--- src/alc_pkg.sv ---
// Package for the angle latency compensation back end.
// Assumes a single 200 MHz clock and 14-bit angles.
package alc_pkg;
  localparam int          ANGLE_W        = 14;
  localparam int          MAG_W          = 14;
  localparam int          GAIN_W         = 8;
  localparam int          CORDIC_ITER    = 14;
  localparam int          CLK_MHZ        = 200;
  localparam int          PON_MS         = 10;
  localparam int          PON_CYCLES     = PON_MS * 1000 * CLK_MHZ;
  localparam int          SAMPLE_NS      = 222;
  localparam int          SAMPLE_CYCLES  = SAMPLE_NS * CLK_MHZ / 1000;
  localparam int          DELAY_US       = 100;
  localparam int          DELAY_SAMPLES  = (DELAY_US * 1000) / SAMPLE_NS;
  localparam int          RES_MIN        = 100;
  localparam int          RES_MAX        = 4096;
  localparam logic [13:0] ADDR_RAW       = 14'h3ffe;
  localparam logic [13:0] ADDR_CORR      = 14'h3fff;
  localparam logic [13:0] ADDR_MAG       = 14'h3ffd;
  localparam logic [7:0]  GAIN_RESET     = 8'h80;
  localparam logic [13:0] MAG_TARGET     = 14'h1000;
  localparam logic [11:0] PWM_PERIOD     = 12'hfff;
endpackage

--- src/alc_top.sv ---
// Angle back end: CORDIC, gain loop, lag correction, incremental,
// commutation and pulse-width outputs, plus a read port by address.
// Assumes sample pairs arrive synchronous to clk with a valid strobe.
//
// How it works
// - Each sample pair strobed while the CORDIC is idle is vectored by an iterative CORDIC into angle and magnitude.
// - The magnitude steers an up/down gain word that drives front-end amplification.
// - The full 14-bit angle is readable through the address read port.
// - Speed times the pipeline delay, in samples, gives the correction angle.
// - The raw angle carries the full core lag with no correction.
// - Incremental and commutation outputs follow the corrected angle when enabled.
// - The pulse-width output always carries the raw angle.
// - The disable input bypasses the correction on every output.
// - With commutation off, the third commutation pin carries the pulse-width angle.
// - Incremental resolution is chosen by a select input from 100 to 4096 steps.
// - The incremental counter steps one count per cycle toward target so no pulse is lost.
// - No angle is marked valid until the power-on interval has elapsed.
// - Raw and corrected angles sit at adjacent read addresses.
`timescale 1ns/1ps
module alc_top #(
  parameter int PON_CYC = alc_pkg::PON_CYCLES,
  parameter int POLES   = 1
) (
  // Clock and reset
  input  wire logic        clk,
  input  wire logic        rstn,
  // Converted samples
  input  wire logic        sample_valid,
  input  wire logic [15:0] sample_x,
  input  wire logic [15:0] sample_y,
  // Configuration
  input  wire logic        lag_correction_disable,
  input  wire logic        commutation_off,
  input  wire logic [11:0] incremental_resolution_sel,
  // Read port
  input  wire logic [13:0] rd_addr,
  output logic      [13:0] rd_data,
  // Gain and status
  output logic      [7:0]  gain,
  output logic             angle_valid,
  // Pins
  output logic             quad_a,
  output logic             quad_b,
  output logic             quad_i,
  output logic             comm_u,
  output logic             comm_v,
  output logic             comm_w_pwm
);
  localparam int AW = alc_pkg::ANGLE_W;
  localparam int PW = 2 * alc_pkg::ANGLE_W;

  // CORDIC vectoring, one iteration per clock
  typedef enum logic [1:0] {ALC_IDLE, ALC_RUN, ALC_DONE} alc_state_t;
  alc_state_t     state_reg;
  logic signed [17:0] cx_reg, cy_reg;
  logic [15:0]    cz_reg;
  logic [3:0]     it_reg;
  logic [AW-1:0]  raw_reg, corr_reg, corr_next;
  logic [AW-1:0]  mag_reg;
  logic [AW-1:0]  speed_reg;
  logic [7:0]     gain_reg;

  // Arctangent table, 16-bit full turn
  function automatic logic [15:0] atan_lut(input logic [3:0] i);
    unique case (i)
      4'h0: atan_lut = 16'h2000;
      4'h1: atan_lut = 16'h12e4;
      4'h2: atan_lut = 16'h09fb;
      4'h3: atan_lut = 16'h0511;
      4'h4: atan_lut = 16'h028b;
      4'h5: atan_lut = 16'h0146;
      4'h6: atan_lut = 16'h00a3;
      4'h7: atan_lut = 16'h0051;
      4'h8: atan_lut = 16'h0029;
      4'h9: atan_lut = 16'h0014;
      4'ha: atan_lut = 16'h000a;
      4'hb: atan_lut = 16'h0005;
      4'hc: atan_lut = 16'h0003;
      default: atan_lut = 16'h0001;
    endcase
  endfunction

  // Pre-rotate into right half plane so the iterations converge
  wire               neg_x  = sample_x[15];
  wire signed [17:0] sx     = {{2{sample_x[15]}}, sample_x};
  wire signed [17:0] sy     = {{2{sample_y[15]}}, sample_y};
  wire signed [17:0] x0     = neg_x ? -sx : sx;
  wire signed [17:0] y0     = neg_x ? -sy : sy;
  wire [15:0]        z0     = neg_x ? 16'h8000 : 16'h0000;
  wire signed [17:0] xs     = cx_reg >>> it_reg;
  wire signed [17:0] ys     = cy_reg >>> it_reg;
  wire               rot_up = cy_reg[17];
  wire               last_it = (it_reg == 4'(alc_pkg::CORDIC_ITER - 1));

  always_ff @(posedge clk or negedge rstn)
  begin
    if (!rstn)
    begin
      state_reg <= ALC_IDLE;
      cx_reg    <= 18'sh0;
      cy_reg    <= 18'sh0;
      cz_reg    <= 16'h0;
      it_reg    <= 4'h0;
    end
    else
    begin
      unique case (state_reg)
        ALC_IDLE:
          if (sample_valid)
          begin
            cx_reg    <= x0;
            cy_reg    <= y0;
            cz_reg    <= z0;
            it_reg    <= 4'h0;
            state_reg <= ALC_RUN;
          end
        ALC_RUN:
        begin
          cx_reg <= rot_up ? cx_reg - ys : cx_reg + ys;
          cy_reg <= rot_up ? cy_reg + xs : cy_reg - xs;
          cz_reg <= rot_up ? cz_reg - atan_lut(it_reg) : cz_reg + atan_lut(it_reg);
          it_reg <= it_reg + 4'h1;
          if (last_it)
            state_reg <= ALC_DONE;
        end
        ALC_DONE:
          state_reg <= ALC_IDLE;
        // Code 3 is unused; recover to idle
        default:
          state_reg <= ALC_IDLE;
      endcase
    end
  end

  wire done = (state_reg == ALC_DONE);

  // Modular speed and correction
  wire [AW-1:0] delta     = cz_reg[15:2] - raw_reg;
  // Only the low bits matter: the angle wraps, so the sign needs no care
  wire [PW-1:0] prod = PW'(speed_reg) * PW'(alc_pkg::DELAY_SAMPLES);
  wire [AW-1:0] correction = prod[AW-1:0];
  assign corr_next = lag_correction_disable ? raw_reg : raw_reg + correction;

  // Gain loop: current result, so the loop does not lag a sample
  wire [AW-1:0] mag_now = cx_reg[16:3];
  wire mag_low  = mag_now < alc_pkg::MAG_TARGET;
  wire gain_top = (gain_reg == 8'hff);
  wire gain_bot = (gain_reg == 8'h00);

  always_ff @(posedge clk or negedge rstn)
  begin
    if (!rstn)
    begin
      raw_reg   <= '0;
      mag_reg   <= '0;
      speed_reg <= '0;
      gain_reg  <= alc_pkg::GAIN_RESET;
    end
    else if (done)
    begin
      raw_reg   <= cz_reg[15:2];
      speed_reg <= delta;
      mag_reg   <= mag_now;
      if (mag_low && !gain_top)
        gain_reg <= gain_reg + 8'h01;
      else if (!mag_low && !gain_bot)
        gain_reg <= gain_reg - 8'h01;
    end
  end

  always_ff @(posedge clk or negedge rstn)
  begin
    if (!rstn)
      corr_reg <= '0;
    else
      corr_reg <= corr_next;
  end

  // Power-on interval counter
  logic [31:0] pon_reg;
  wire pon_done = (pon_reg >= 32'(PON_CYC));
  always_ff @(posedge clk or negedge rstn)
  begin
    if (!rstn)
      pon_reg <= '0;
    else if (!pon_done)
      pon_reg <= pon_reg + 32'h1;
  end

  // Read port decode
  wire [AW-1:0] rd_next = (rd_addr == alc_pkg::ADDR_RAW)  ? raw_reg  :
                          (rd_addr == alc_pkg::ADDR_CORR) ? corr_reg :
                          (rd_addr == alc_pkg::ADDR_MAG)  ? mag_reg  : '0;

  // Incremental scaling: position = angle * res / 2^14
  wire [11:0] res_sel = (incremental_resolution_sel < 12'(alc_pkg::RES_MIN - 1)) ?
                        12'(alc_pkg::RES_MIN - 1) : incremental_resolution_sel;
  wire [12:0] steps   = 13'(res_sel) + 13'h1;
  wire [26:0] scaled  = 27'(corr_reg) * 27'(steps);
  wire [12:0] inc_tgt = scaled[26:14];
  logic [12:0] inc_reg;
  wire [12:0] inc_diff = inc_tgt - inc_reg;
  wire        inc_wrap = (inc_reg == steps - 13'h1);
  // One step per clock: far faster than rotation, so no step is skipped
  wire [12:0] inc_next = (inc_diff == 13'h0) ? inc_reg :
                         (inc_diff < (steps >> 1)) ? (inc_wrap ? 13'h0 : inc_reg + 13'h1) :
                         ((inc_reg == 13'h0) ? steps - 13'h1 : inc_reg - 13'h1);

  // Commutation sector from corrected angle
  wire [AW+2:0] pole_ang = 17'(corr_reg) * 17'(POLES);
  wire [16:0]   sect6    = 17'(pole_ang[AW-1:0]) * 17'h6;
  wire [2:0]    sector   = sect6[16:14];

  // Pulse-width: duty follows the raw angle, never corrected
  logic [11:0] pwm_cnt_reg;
  wire         pwm_level = pwm_cnt_reg < raw_reg[AW-1:2];

  always_ff @(posedge clk or negedge rstn)
  begin
    if (!rstn)
    begin
      inc_reg     <= '0;
      pwm_cnt_reg <= '0;
    end
    else
    begin
      inc_reg     <= inc_next;
      pwm_cnt_reg <= (pwm_cnt_reg == alc_pkg::PWM_PERIOD) ? 12'h0 : pwm_cnt_reg + 12'h1;
    end
  end

  // Registered outputs
  always_ff @(posedge clk or negedge rstn)
  begin
    if (!rstn)
    begin
      rd_data     <= '0;
      gain        <= alc_pkg::GAIN_RESET;
      angle_valid <= 1'b0;
      quad_a      <= 1'b0;
      quad_b      <= 1'b0;
      quad_i      <= 1'b0;
      comm_u      <= 1'b0;
      comm_v      <= 1'b0;
      comm_w_pwm  <= 1'b0;
    end
    else
    begin
      rd_data     <= pon_done ? rd_next : '0;
      gain        <= gain_reg;
      angle_valid <= pon_done;
      quad_a      <= inc_reg[1] ^ inc_reg[0];
      quad_b      <= inc_reg[1];
      quad_i      <= (inc_reg == 13'h0);
      comm_u      <= (sector < 3'h3);
      comm_v      <= (sector >= 3'h2) && (sector < 3'h5);
      comm_w_pwm  <= commutation_off ? pwm_level : ((sector >= 3'h4) || (sector == 3'h0));
    end
  end

  // Checks
  property p_valid_wait;
    @(posedge clk) disable iff (!rstn) !pon_done |=> !angle_valid;
  endproperty
  a_valid_wait: assert property (p_valid_wait) else $error("valid before power-on");

  property p_bypass;
    @(posedge clk) disable iff (!rstn) lag_correction_disable |=> corr_reg == $past(raw_reg);
  endproperty
  a_bypass: assert property (p_bypass) else $error("bypass not applied");

  property p_raw_read;
    @(posedge clk) disable iff (!rstn) pon_done && rd_addr == alc_pkg::ADDR_RAW |=> rd_data == $past(raw_reg);
  endproperty
  a_raw_read: assert property (p_raw_read) else $error("raw read wrong");

  property p_cordic_len;
    @(posedge clk) disable iff (!rstn) state_reg == ALC_IDLE && sample_valid |=> ##14 done;
  endproperty
  a_cordic_len: assert property (p_cordic_len) else $error("cordic length wrong");

  property p_inc_step;
    @(posedge clk) disable iff (!rstn) inc_reg != $past(inc_reg) |-> inc_wrap || $past(inc_wrap) ||
      inc_reg == $past(inc_reg) + 13'h1 || inc_reg == $past(inc_reg) - 13'h1 || $past(inc_reg) == 13'h0;
  endproperty
  a_inc_step: assert property (p_inc_step) else $error("incremental jump");

  property p_pwm_off;
    @(posedge clk) disable iff (!rstn) commutation_off |=> comm_w_pwm == $past(pwm_level);
  endproperty
  a_pwm_off: assert property (p_pwm_off) else $error("pwm pin wrong");

  property p_gain_up;
    @(posedge clk) disable iff (!rstn) done && mag_low && !gain_top |=> gain_reg == $past(gain_reg) + 8'h01;
  endproperty
  a_gain_up: assert property (p_gain_up) else $error("gain did not rise");

  property p_gain_dn;
    @(posedge clk) disable iff (!rstn) done && !mag_low && !gain_bot |=> gain_reg == $past(gain_reg) - 8'h01;
  endproperty
  a_gain_dn: assert property (p_gain_dn) else $error("gain did not fall");

  property p_corr_wrap;
    @(posedge clk) disable iff (!rstn) !lag_correction_disable |=>
      corr_reg == AW'($past(raw_reg) + $past(correction));
  endproperty
  a_corr_wrap: assert property (p_corr_wrap) else $error("corrected angle wrong");

  c_valid: cover property (@(posedge clk) disable iff (!rstn) $rose(angle_valid));
  c_pwm:   cover property (@(posedge clk) disable iff (!rstn) commutation_off && comm_w_pwm);
  c_done:  cover property (@(posedge clk) disable iff (!rstn) done);
  c_comm:  cover property (@(posedge clk) disable iff (!rstn) !commutation_off && comm_u && comm_w_pwm);
endmodule

--- config.mk ---
export PLATFORM = sky130hd
export DESIGN_NAME = alc_top
export DESIGN_NICKNAME = d
export VERILOG_FILES = /design/src/alc_pkg.sv /design/src/alc_top.sv
export SDC_FILE = /design/constraint.sdc
export NUM_CORES = 1
export LEC_CHECK = 0
export BUFFER_PORTS_ARGS = -buffer_cell sky130_fd_sc_hd__buf_2
export CAP_MARGIN = 20
export CORE_UTILIZATION = 35
export CTS_BUF_LIST = sky130_fd_sc_hd__clkbuf_8
export DETAILED_ROUTE_END_ITERATION = 16
export PLACE_DENSITY = 0.53
export SETUP_SLACK_MARGIN = 0.1
export SLEW_MARGIN = 40
export SYNTH_ARGS = -nofsm -noshare
export SYNTH_HDL_FRONTEND = slang
export SYNTH_SLANG_ARGS = --single-unit
export TNS_END_PERCENT = 10
--- constraint.sdc ---
create_clock -name clk -period 15.7 [get_ports clk]
set_input_delay 3.14 -clock clk [delete_from_list [all_inputs] [get_ports clk]]
set_output_delay 3.14 -clock clk [all_outputs]
set_load 0.02 [all_outputs]
[Word-level counts from Yosys, hierarchy flattened]
Memories as Yosys holds them, arrays and structs flattened.
Index checks and enable logic that the tools add are counted.
Cells by class
  add/subtract/negate cells: 20
  equality and inequality tests: 11
  order comparisons: 9
  bitwise gates (word level): 1
  $mul: 3
  reductions and logical operators: 17
  shifts and indexed selects: 2
  multiplexer cells: 32
Operators with widths (count)
  two-way mux 18 bit: 6
  two-way mux 16 bit: 5
  one-hot mux 18 bit (2 select lines): 2
  two-way mux 14 bit: 5
  equality test 14 bit (second input constant): 3
  two-way mux 13 bit: 3
  adder 18 bit: 2
  negator 16 -> 18 bit: 2
  >>> shifter 18 x 4 -> 18 bit: 2
  subtractor 18 bit: 2
  adder 32 x 1 -> 32 bit (second input constant): 1
  greater-or-equal comparator 32 x 21 -> 1 bit (second input constant): 1
  one-hot mux 16 bit (2 select lines): 1
  multiplier 14 x 13 -> 27 bit: 1
  logical NOT 13 bit: 2
  subtractor 13 x 1 -> 13 bit (second input constant): 2
  two-way mux 12 bit: 2
  adder 16 bit: 1
  multiplier 14 x 2 -> 16 bit (second input constant): 1
  two-way mux 8 bit: 2
  subtractor 16 bit: 1
  adder 14 bit: 1
  less-than comparator 14 x 13 -> 1 bit (second input constant): 1
  multiplier 14 x 8 -> 13 bit (second input constant): 1
  36 further kinds: 45
Word-level totals
  bits in read-only memories: 448
  memories: 2
  output and inout bits: 29
  register bits after elaboration: 208
Memories
  (name not given): depth 16, bits a word 14, rd ports 1, clocked after Yosys merged registers in 0, write ports 0, RTL line alc_top.sv:65  | unique case (i)
  (name not given): depth 16, bits a word 14, rd ports 1, clocked after Yosys merged registers in 0, write ports 0, RTL line alc_top.sv:65

[Depth between registers and ports, before layout]
  word-level depth: 7
  gate-level depth with buffers: 48
  mapped depth without buffers: 44

[Least setup slack after synthesis]
OpenSTA, ideal clock, no wires.
  path type: in2reg
  from: in incremental_resolution_sel[3]
  to: reg inc_reg[12]
  path buffers: 5
  required time: 15.574 ns
  stages: 45
  arrival time: 13.464 ns
  slack: 2.110 ns
  cells stage by stage: buf_2 > o311ai_0 > a31oi_1 > clkbuf_1 > clkbuf_1 > inv_1 > ha_1 > nand3_1 > nor3_1 > xor2_1 > clkbuf_1 > nand2_1 > fa_1 > fa_1 > inv_1 > fa_1 > fa_1 > inv_1 > [... 9 more ...] > nor2b_1 > a21o_1 > a21oi_1 > xnor2_1 > ha_1 > clkbuf_1 > nand3b_1 > o21ai_0 > a311oi_1 > nand3_1 > ha_1 > a211o_1 > or3_1 > o22ai_1 > nor2_1 > o32a_1 > a211o_1 > a221o_1
Between the ends
  word-level cells in the longest chain between the ends: 7
RTL lines
  start, declared: RTL line alc_top.sv:34  | input wire logic [11:0] incremental_resolution_sel,
  less-than comparator 12 x 7 -> 1 bit: RTL line alc_top.sv:196  | wire [11:0] res_sel = (incremental_resolution_sel < 12'(alc_pkg::RES_MIN - 1)) ?
  two-way mux 12 bit *: RTL line alc_top.sv:196
  adder 12 x 1 -> 13 bit *: RTL line alc_top.sv:198  | wire [12:0] steps = 13'(res_sel) + 13'h1;
  multiplier 14 x 13 -> 27 bit / subtractor 13 x 1 -> 13 bit (equally long branches): RTL line alc_top.sv:199, alc_top.sv:203, alc_top.sv:207
  subtractor 13 bit / equality test 13 bit (equally long branches): RTL line alc_top.sv:202, alc_top.sv:203
  less-than comparator 13 x 12 -> 1 bit / two-way mux 13 bit (equally long branches): RTL line alc_top.sv:206  | (inc_diff < (steps >> 1)) ? (inc_wrap ? 13'h0 : inc_reg + 13'h1) :
  two-way mux 13 bit: RTL line alc_top.sv:206
  end signal, assigned: RTL line alc_top.sv:227  | inc_reg <= inc_next;
  end, declared: RTL line alc_top.sv:201  | logic [12:0] inc_reg;
Every way passes the cells marked *; elsewhere a longest branch is shown, timed or not.
A chain may end at the register's enable or synchronous reset.

[Worst setup path after layout]
  from: in incremental_resolution_sel[10]
  to: reg inc_reg[12]
Same word-level chain as after synthesis.

==> reports/results.ini <==
[run_status]
status = completed

[synth]
avgSynthCellArea_um2 = 8.57
yosysSeqAreaShare_pct = 21.6
synth_edf_count = 0
synth.distinct_cells = 93
syn_inst = 2794
synth_nets = 3238
yosys_warnings = 0
synthArstFlopShare_pct = 100
synth.cell_area_um2 = 23900
synthFlopType = dfrtp_1
synth_seq_cells = 207

[final_layout]
largest_reg_flops = 32
fillers = 6781
nets = 3269
area_delta_synth_final_pct = 9.56
drive_gt1_share_pct = 10.3
regArea_um2 = 5180
multi_input_area_um2 = 17000

[clocking]
clk_latency_ns = 0.64
clockRootBuffer = clkbuf_8
cts_buffer_depth = 3
htree_num_levels = 2
cts_tree = built
cts_buffers = 43
post_cts_resized = 0
cts.clk_slew.worst_paths_ns = 0.06
clock-sinks = 207
ctsHoldBuffers = 0
cts_setup_buffers = 0

[floorplan]
die_area_um2 = 69500
die_y_um = 264
core_um2 = 67400
io_pins = 92
die_w_um = 264
rows = 95
start_util_pct = 35.5

[place]
place_congestion = 0.888
post-dp-hpwl_um = 51500
port_buffers = 91

[setup_path]
crit_buf_inv = 7
worstSetupPathType = in2reg
critPathMaxFanout = 21
crit_arrival_ns = 14.97
critPathRequiredTime_ns = 16.26
slowest_delay_ns = 0.71
path_common_cell = ha_1
worstSetupStartpointType = input port
critPathTopFamily = compound AO/OA/AOI/OAI gates
endpoint_kind = flop
cp_slowest_cell = and2_1

[timing]
rsz0062_at_grt = no
slew_viol_final = 0
tightest_slew_ns = 0.926
max_freq_ghz = 0.0694
finalSetupTns_ns = 0
period_share_pct = 91.7
max_slew_margin_pct = 38.3
finClkSkew_ns = 0.0483
hold_viol_final = 0
setup_viol_count_final = 0
whs_ns = 0.376
min_period_ns = 14.40

[grt]
grt_usage_pct = 19.7
first_global_vias = 19911
gr-total-overflow = 0
grt_first_pass_wirelength_um = 109000
grt_max_degree = 76
grt_antenna_before_repair = 8

[run]
drv_cap = 0

[drt]
wl_um = 68400
initialDrtViolationCount = 1226
drc_errors = 0
vias_per_cell = 5.40
ant_nets = 0
firstDrtPassIters = 7
vias = 20170
wl_per_cell_um = 18.3

[hold_path]
worstHoldPathType = reg2reg

==> synth_stat cells (26+ instances only) <==
| library cell | instances | area share [%] |
|---|---|---|
| nand2_1 | 363 | 5.7 |
| inv_1 | 320 | 5.0 |
| ha_1 | 233 | 12 |
| dfrtp_1 | 205 | 21 |
| o21ai_0 | 168 | 3.5 |
| nor2_1 | 153 | 2.4 |
| fa_1 | 148 | 12 |
| a21oi_1 | 144 | 3.0 |
| xnor2_1 | 124 | 4.5 |
| clkbuf_1 | 117 | 1.8 |
| xor2_1 | 87 | 3.2 |
| and2_1 | 71 | 1.9 |
| nand3_1 | 50 | 1.0 |
| nor3_1 | 42 | 0.88 |
| mux4_2 | 41 | 3.9 |
| a21o_1 | 37 | 1.2 |
| o22ai_1 | 30 | 0.78 |
| nor2b_1 | 29 | 0.76 |
| and3_1 | 28 | 0.73 |
| mux2_2 | 27 | 1.3 |
| o31ai_1 | 27 | 0.85 |
| nand4_1 | 26 | 0.68 |
==> per-layer routing <==
metal | track usage [%] | vias to the layer above | routed length, um
li1 | - | 9608 | -
met5 | 0 | - | 18
met2 | 32.1 | 510 | 31800
met4 | 5.64 | 4 | 1760
met3 | 3.32 | 117 | 3790
met1 | 26.6 | 9931 | 31000
==> path summary, 6_finish.rpt <==
kind | from | endpoint | slack (ns) | depth (start not counted)
worst min-delay path | pon_reg[22] | pon_reg[22] | 0.38 | 0
worst max-delay path | incremental_resolution_sel[10] | inc_reg[12] | 1.30 | 42
max in group asynchronous | rstn | cy_reg[8] | 11.47 | 3
worst max register to register | corr_reg[4] | inc_reg[12] | 5.67 | 34
worst min register to register | pon_reg[22] | pon_reg[22] | 0.38 | 0
min in group asynchronous | rstn | gain[2] | 2.51 | 1
==> worst register-to-register path: cells and delay by family (launching register included) <==
| family | cells | cell delay (ns) |
|---|---|---|
| compound gates | 13 | 3.41 |
| simple gates | 7 | 1.70 |
| fa+ha+maj | 8 | 3.55 |
| xor+xnor | 1 | 0.09 |
| buf+inv | 5 | 0.70 |
| flops | 1 | 0.56 |
==> cell families (layout without fill, tap and decap cells) <==
logic type / count (synthesis) / after routing / synth area share (%)
xor gates and xnor gates: 217 / 217 / 8.30
DFF: 207 / 207 / 21.6
other: 0 / 4 / 0
adders and majority gates: 381 / 381 / 24.5
and+or+nand+nor: 856 / 856 / 16.9
muxes: 86 / 86 / 5.88
buffers and inverters: 460 / 524 / 7.31
AOI/OAI and AO/OA: 587 / 587 / 15.4
==> through the flow <==
| step | setup slack, ns | utilization (%) | cells | instance area, um2 |
|---|---|---|---|---|
| finish | 1.30 | 38.9 | 3735 | 26200 |
| global route | 0.545 | 38.9 | 3734 | 26200 |
| CTS | 1.38 | 38.9 | 3731 | 26200 |
| detailed placement | 0.727 | 37.4 | 3653 | 25200 |
| global placement | 1.08 | 37.4 | 3653 | 25200 |
| floorplan | 2.11 | - | 2794 | 23900 |
==> cell usage in the layout (no fill, tap or decap), types with 9 or more instances in the layout <==
| cell type | n |
|---|---|
| a211oi_1 | 16 |
| a21boi_0 | 13 |
| a21o_1 | 37 |
| a21oi_1 | 144 |
| a22oi_1 | 9 |
| a31oi_1 | 21 |
| and2_1 | 71 |
| and3_1 | 28 |
| buf_2 | 90 |
| buf_4 | 29 |
| clkbuf_8 | 54 |
| dfrtp_1 | 204 |
| fa_1 | 148 |
| ha_1 | 233 |
| inv_1 | 331 |
| mux2_2 | 27 |
| mux2i_1 | 17 |
| mux4_2 | 41 |
| nand2_1 | 363 |
| nand2b_1 | 12 |
| nand3_1 | 50 |
| nand4_1 | 26 |
| nor2_1 | 149 |
| nor2b_1 | 28 |
| nor3_1 | 42 |
| nor4_1 | 11 |
| o211ai_1 | 20 |
| o21a_1 | 14 |
| o21ai_0 | 166 |
| o21bai_1 | 12 |
| o22ai_1 | 30 |
| o31ai_1 | 27 |
| or3_1 | 24 |
| xnor2_1 | 124 |
| xor2_1 | 86 |
==> cell type report <==
cell class	count	share of cell area (%)
clock inverters	24	0.925
flip-flops and latches	207	19.8
diodes	4	0.0382
multi-input cells	2127	65.0
inverters	324	4.64
well taps	873	4.16
clock buffers	54	2.83
repair buffers	122	2.69
Power is left out: the tool's default activity adds up to more than one toggle a clock period on the data nets, which glitch-free logic cannot reach.
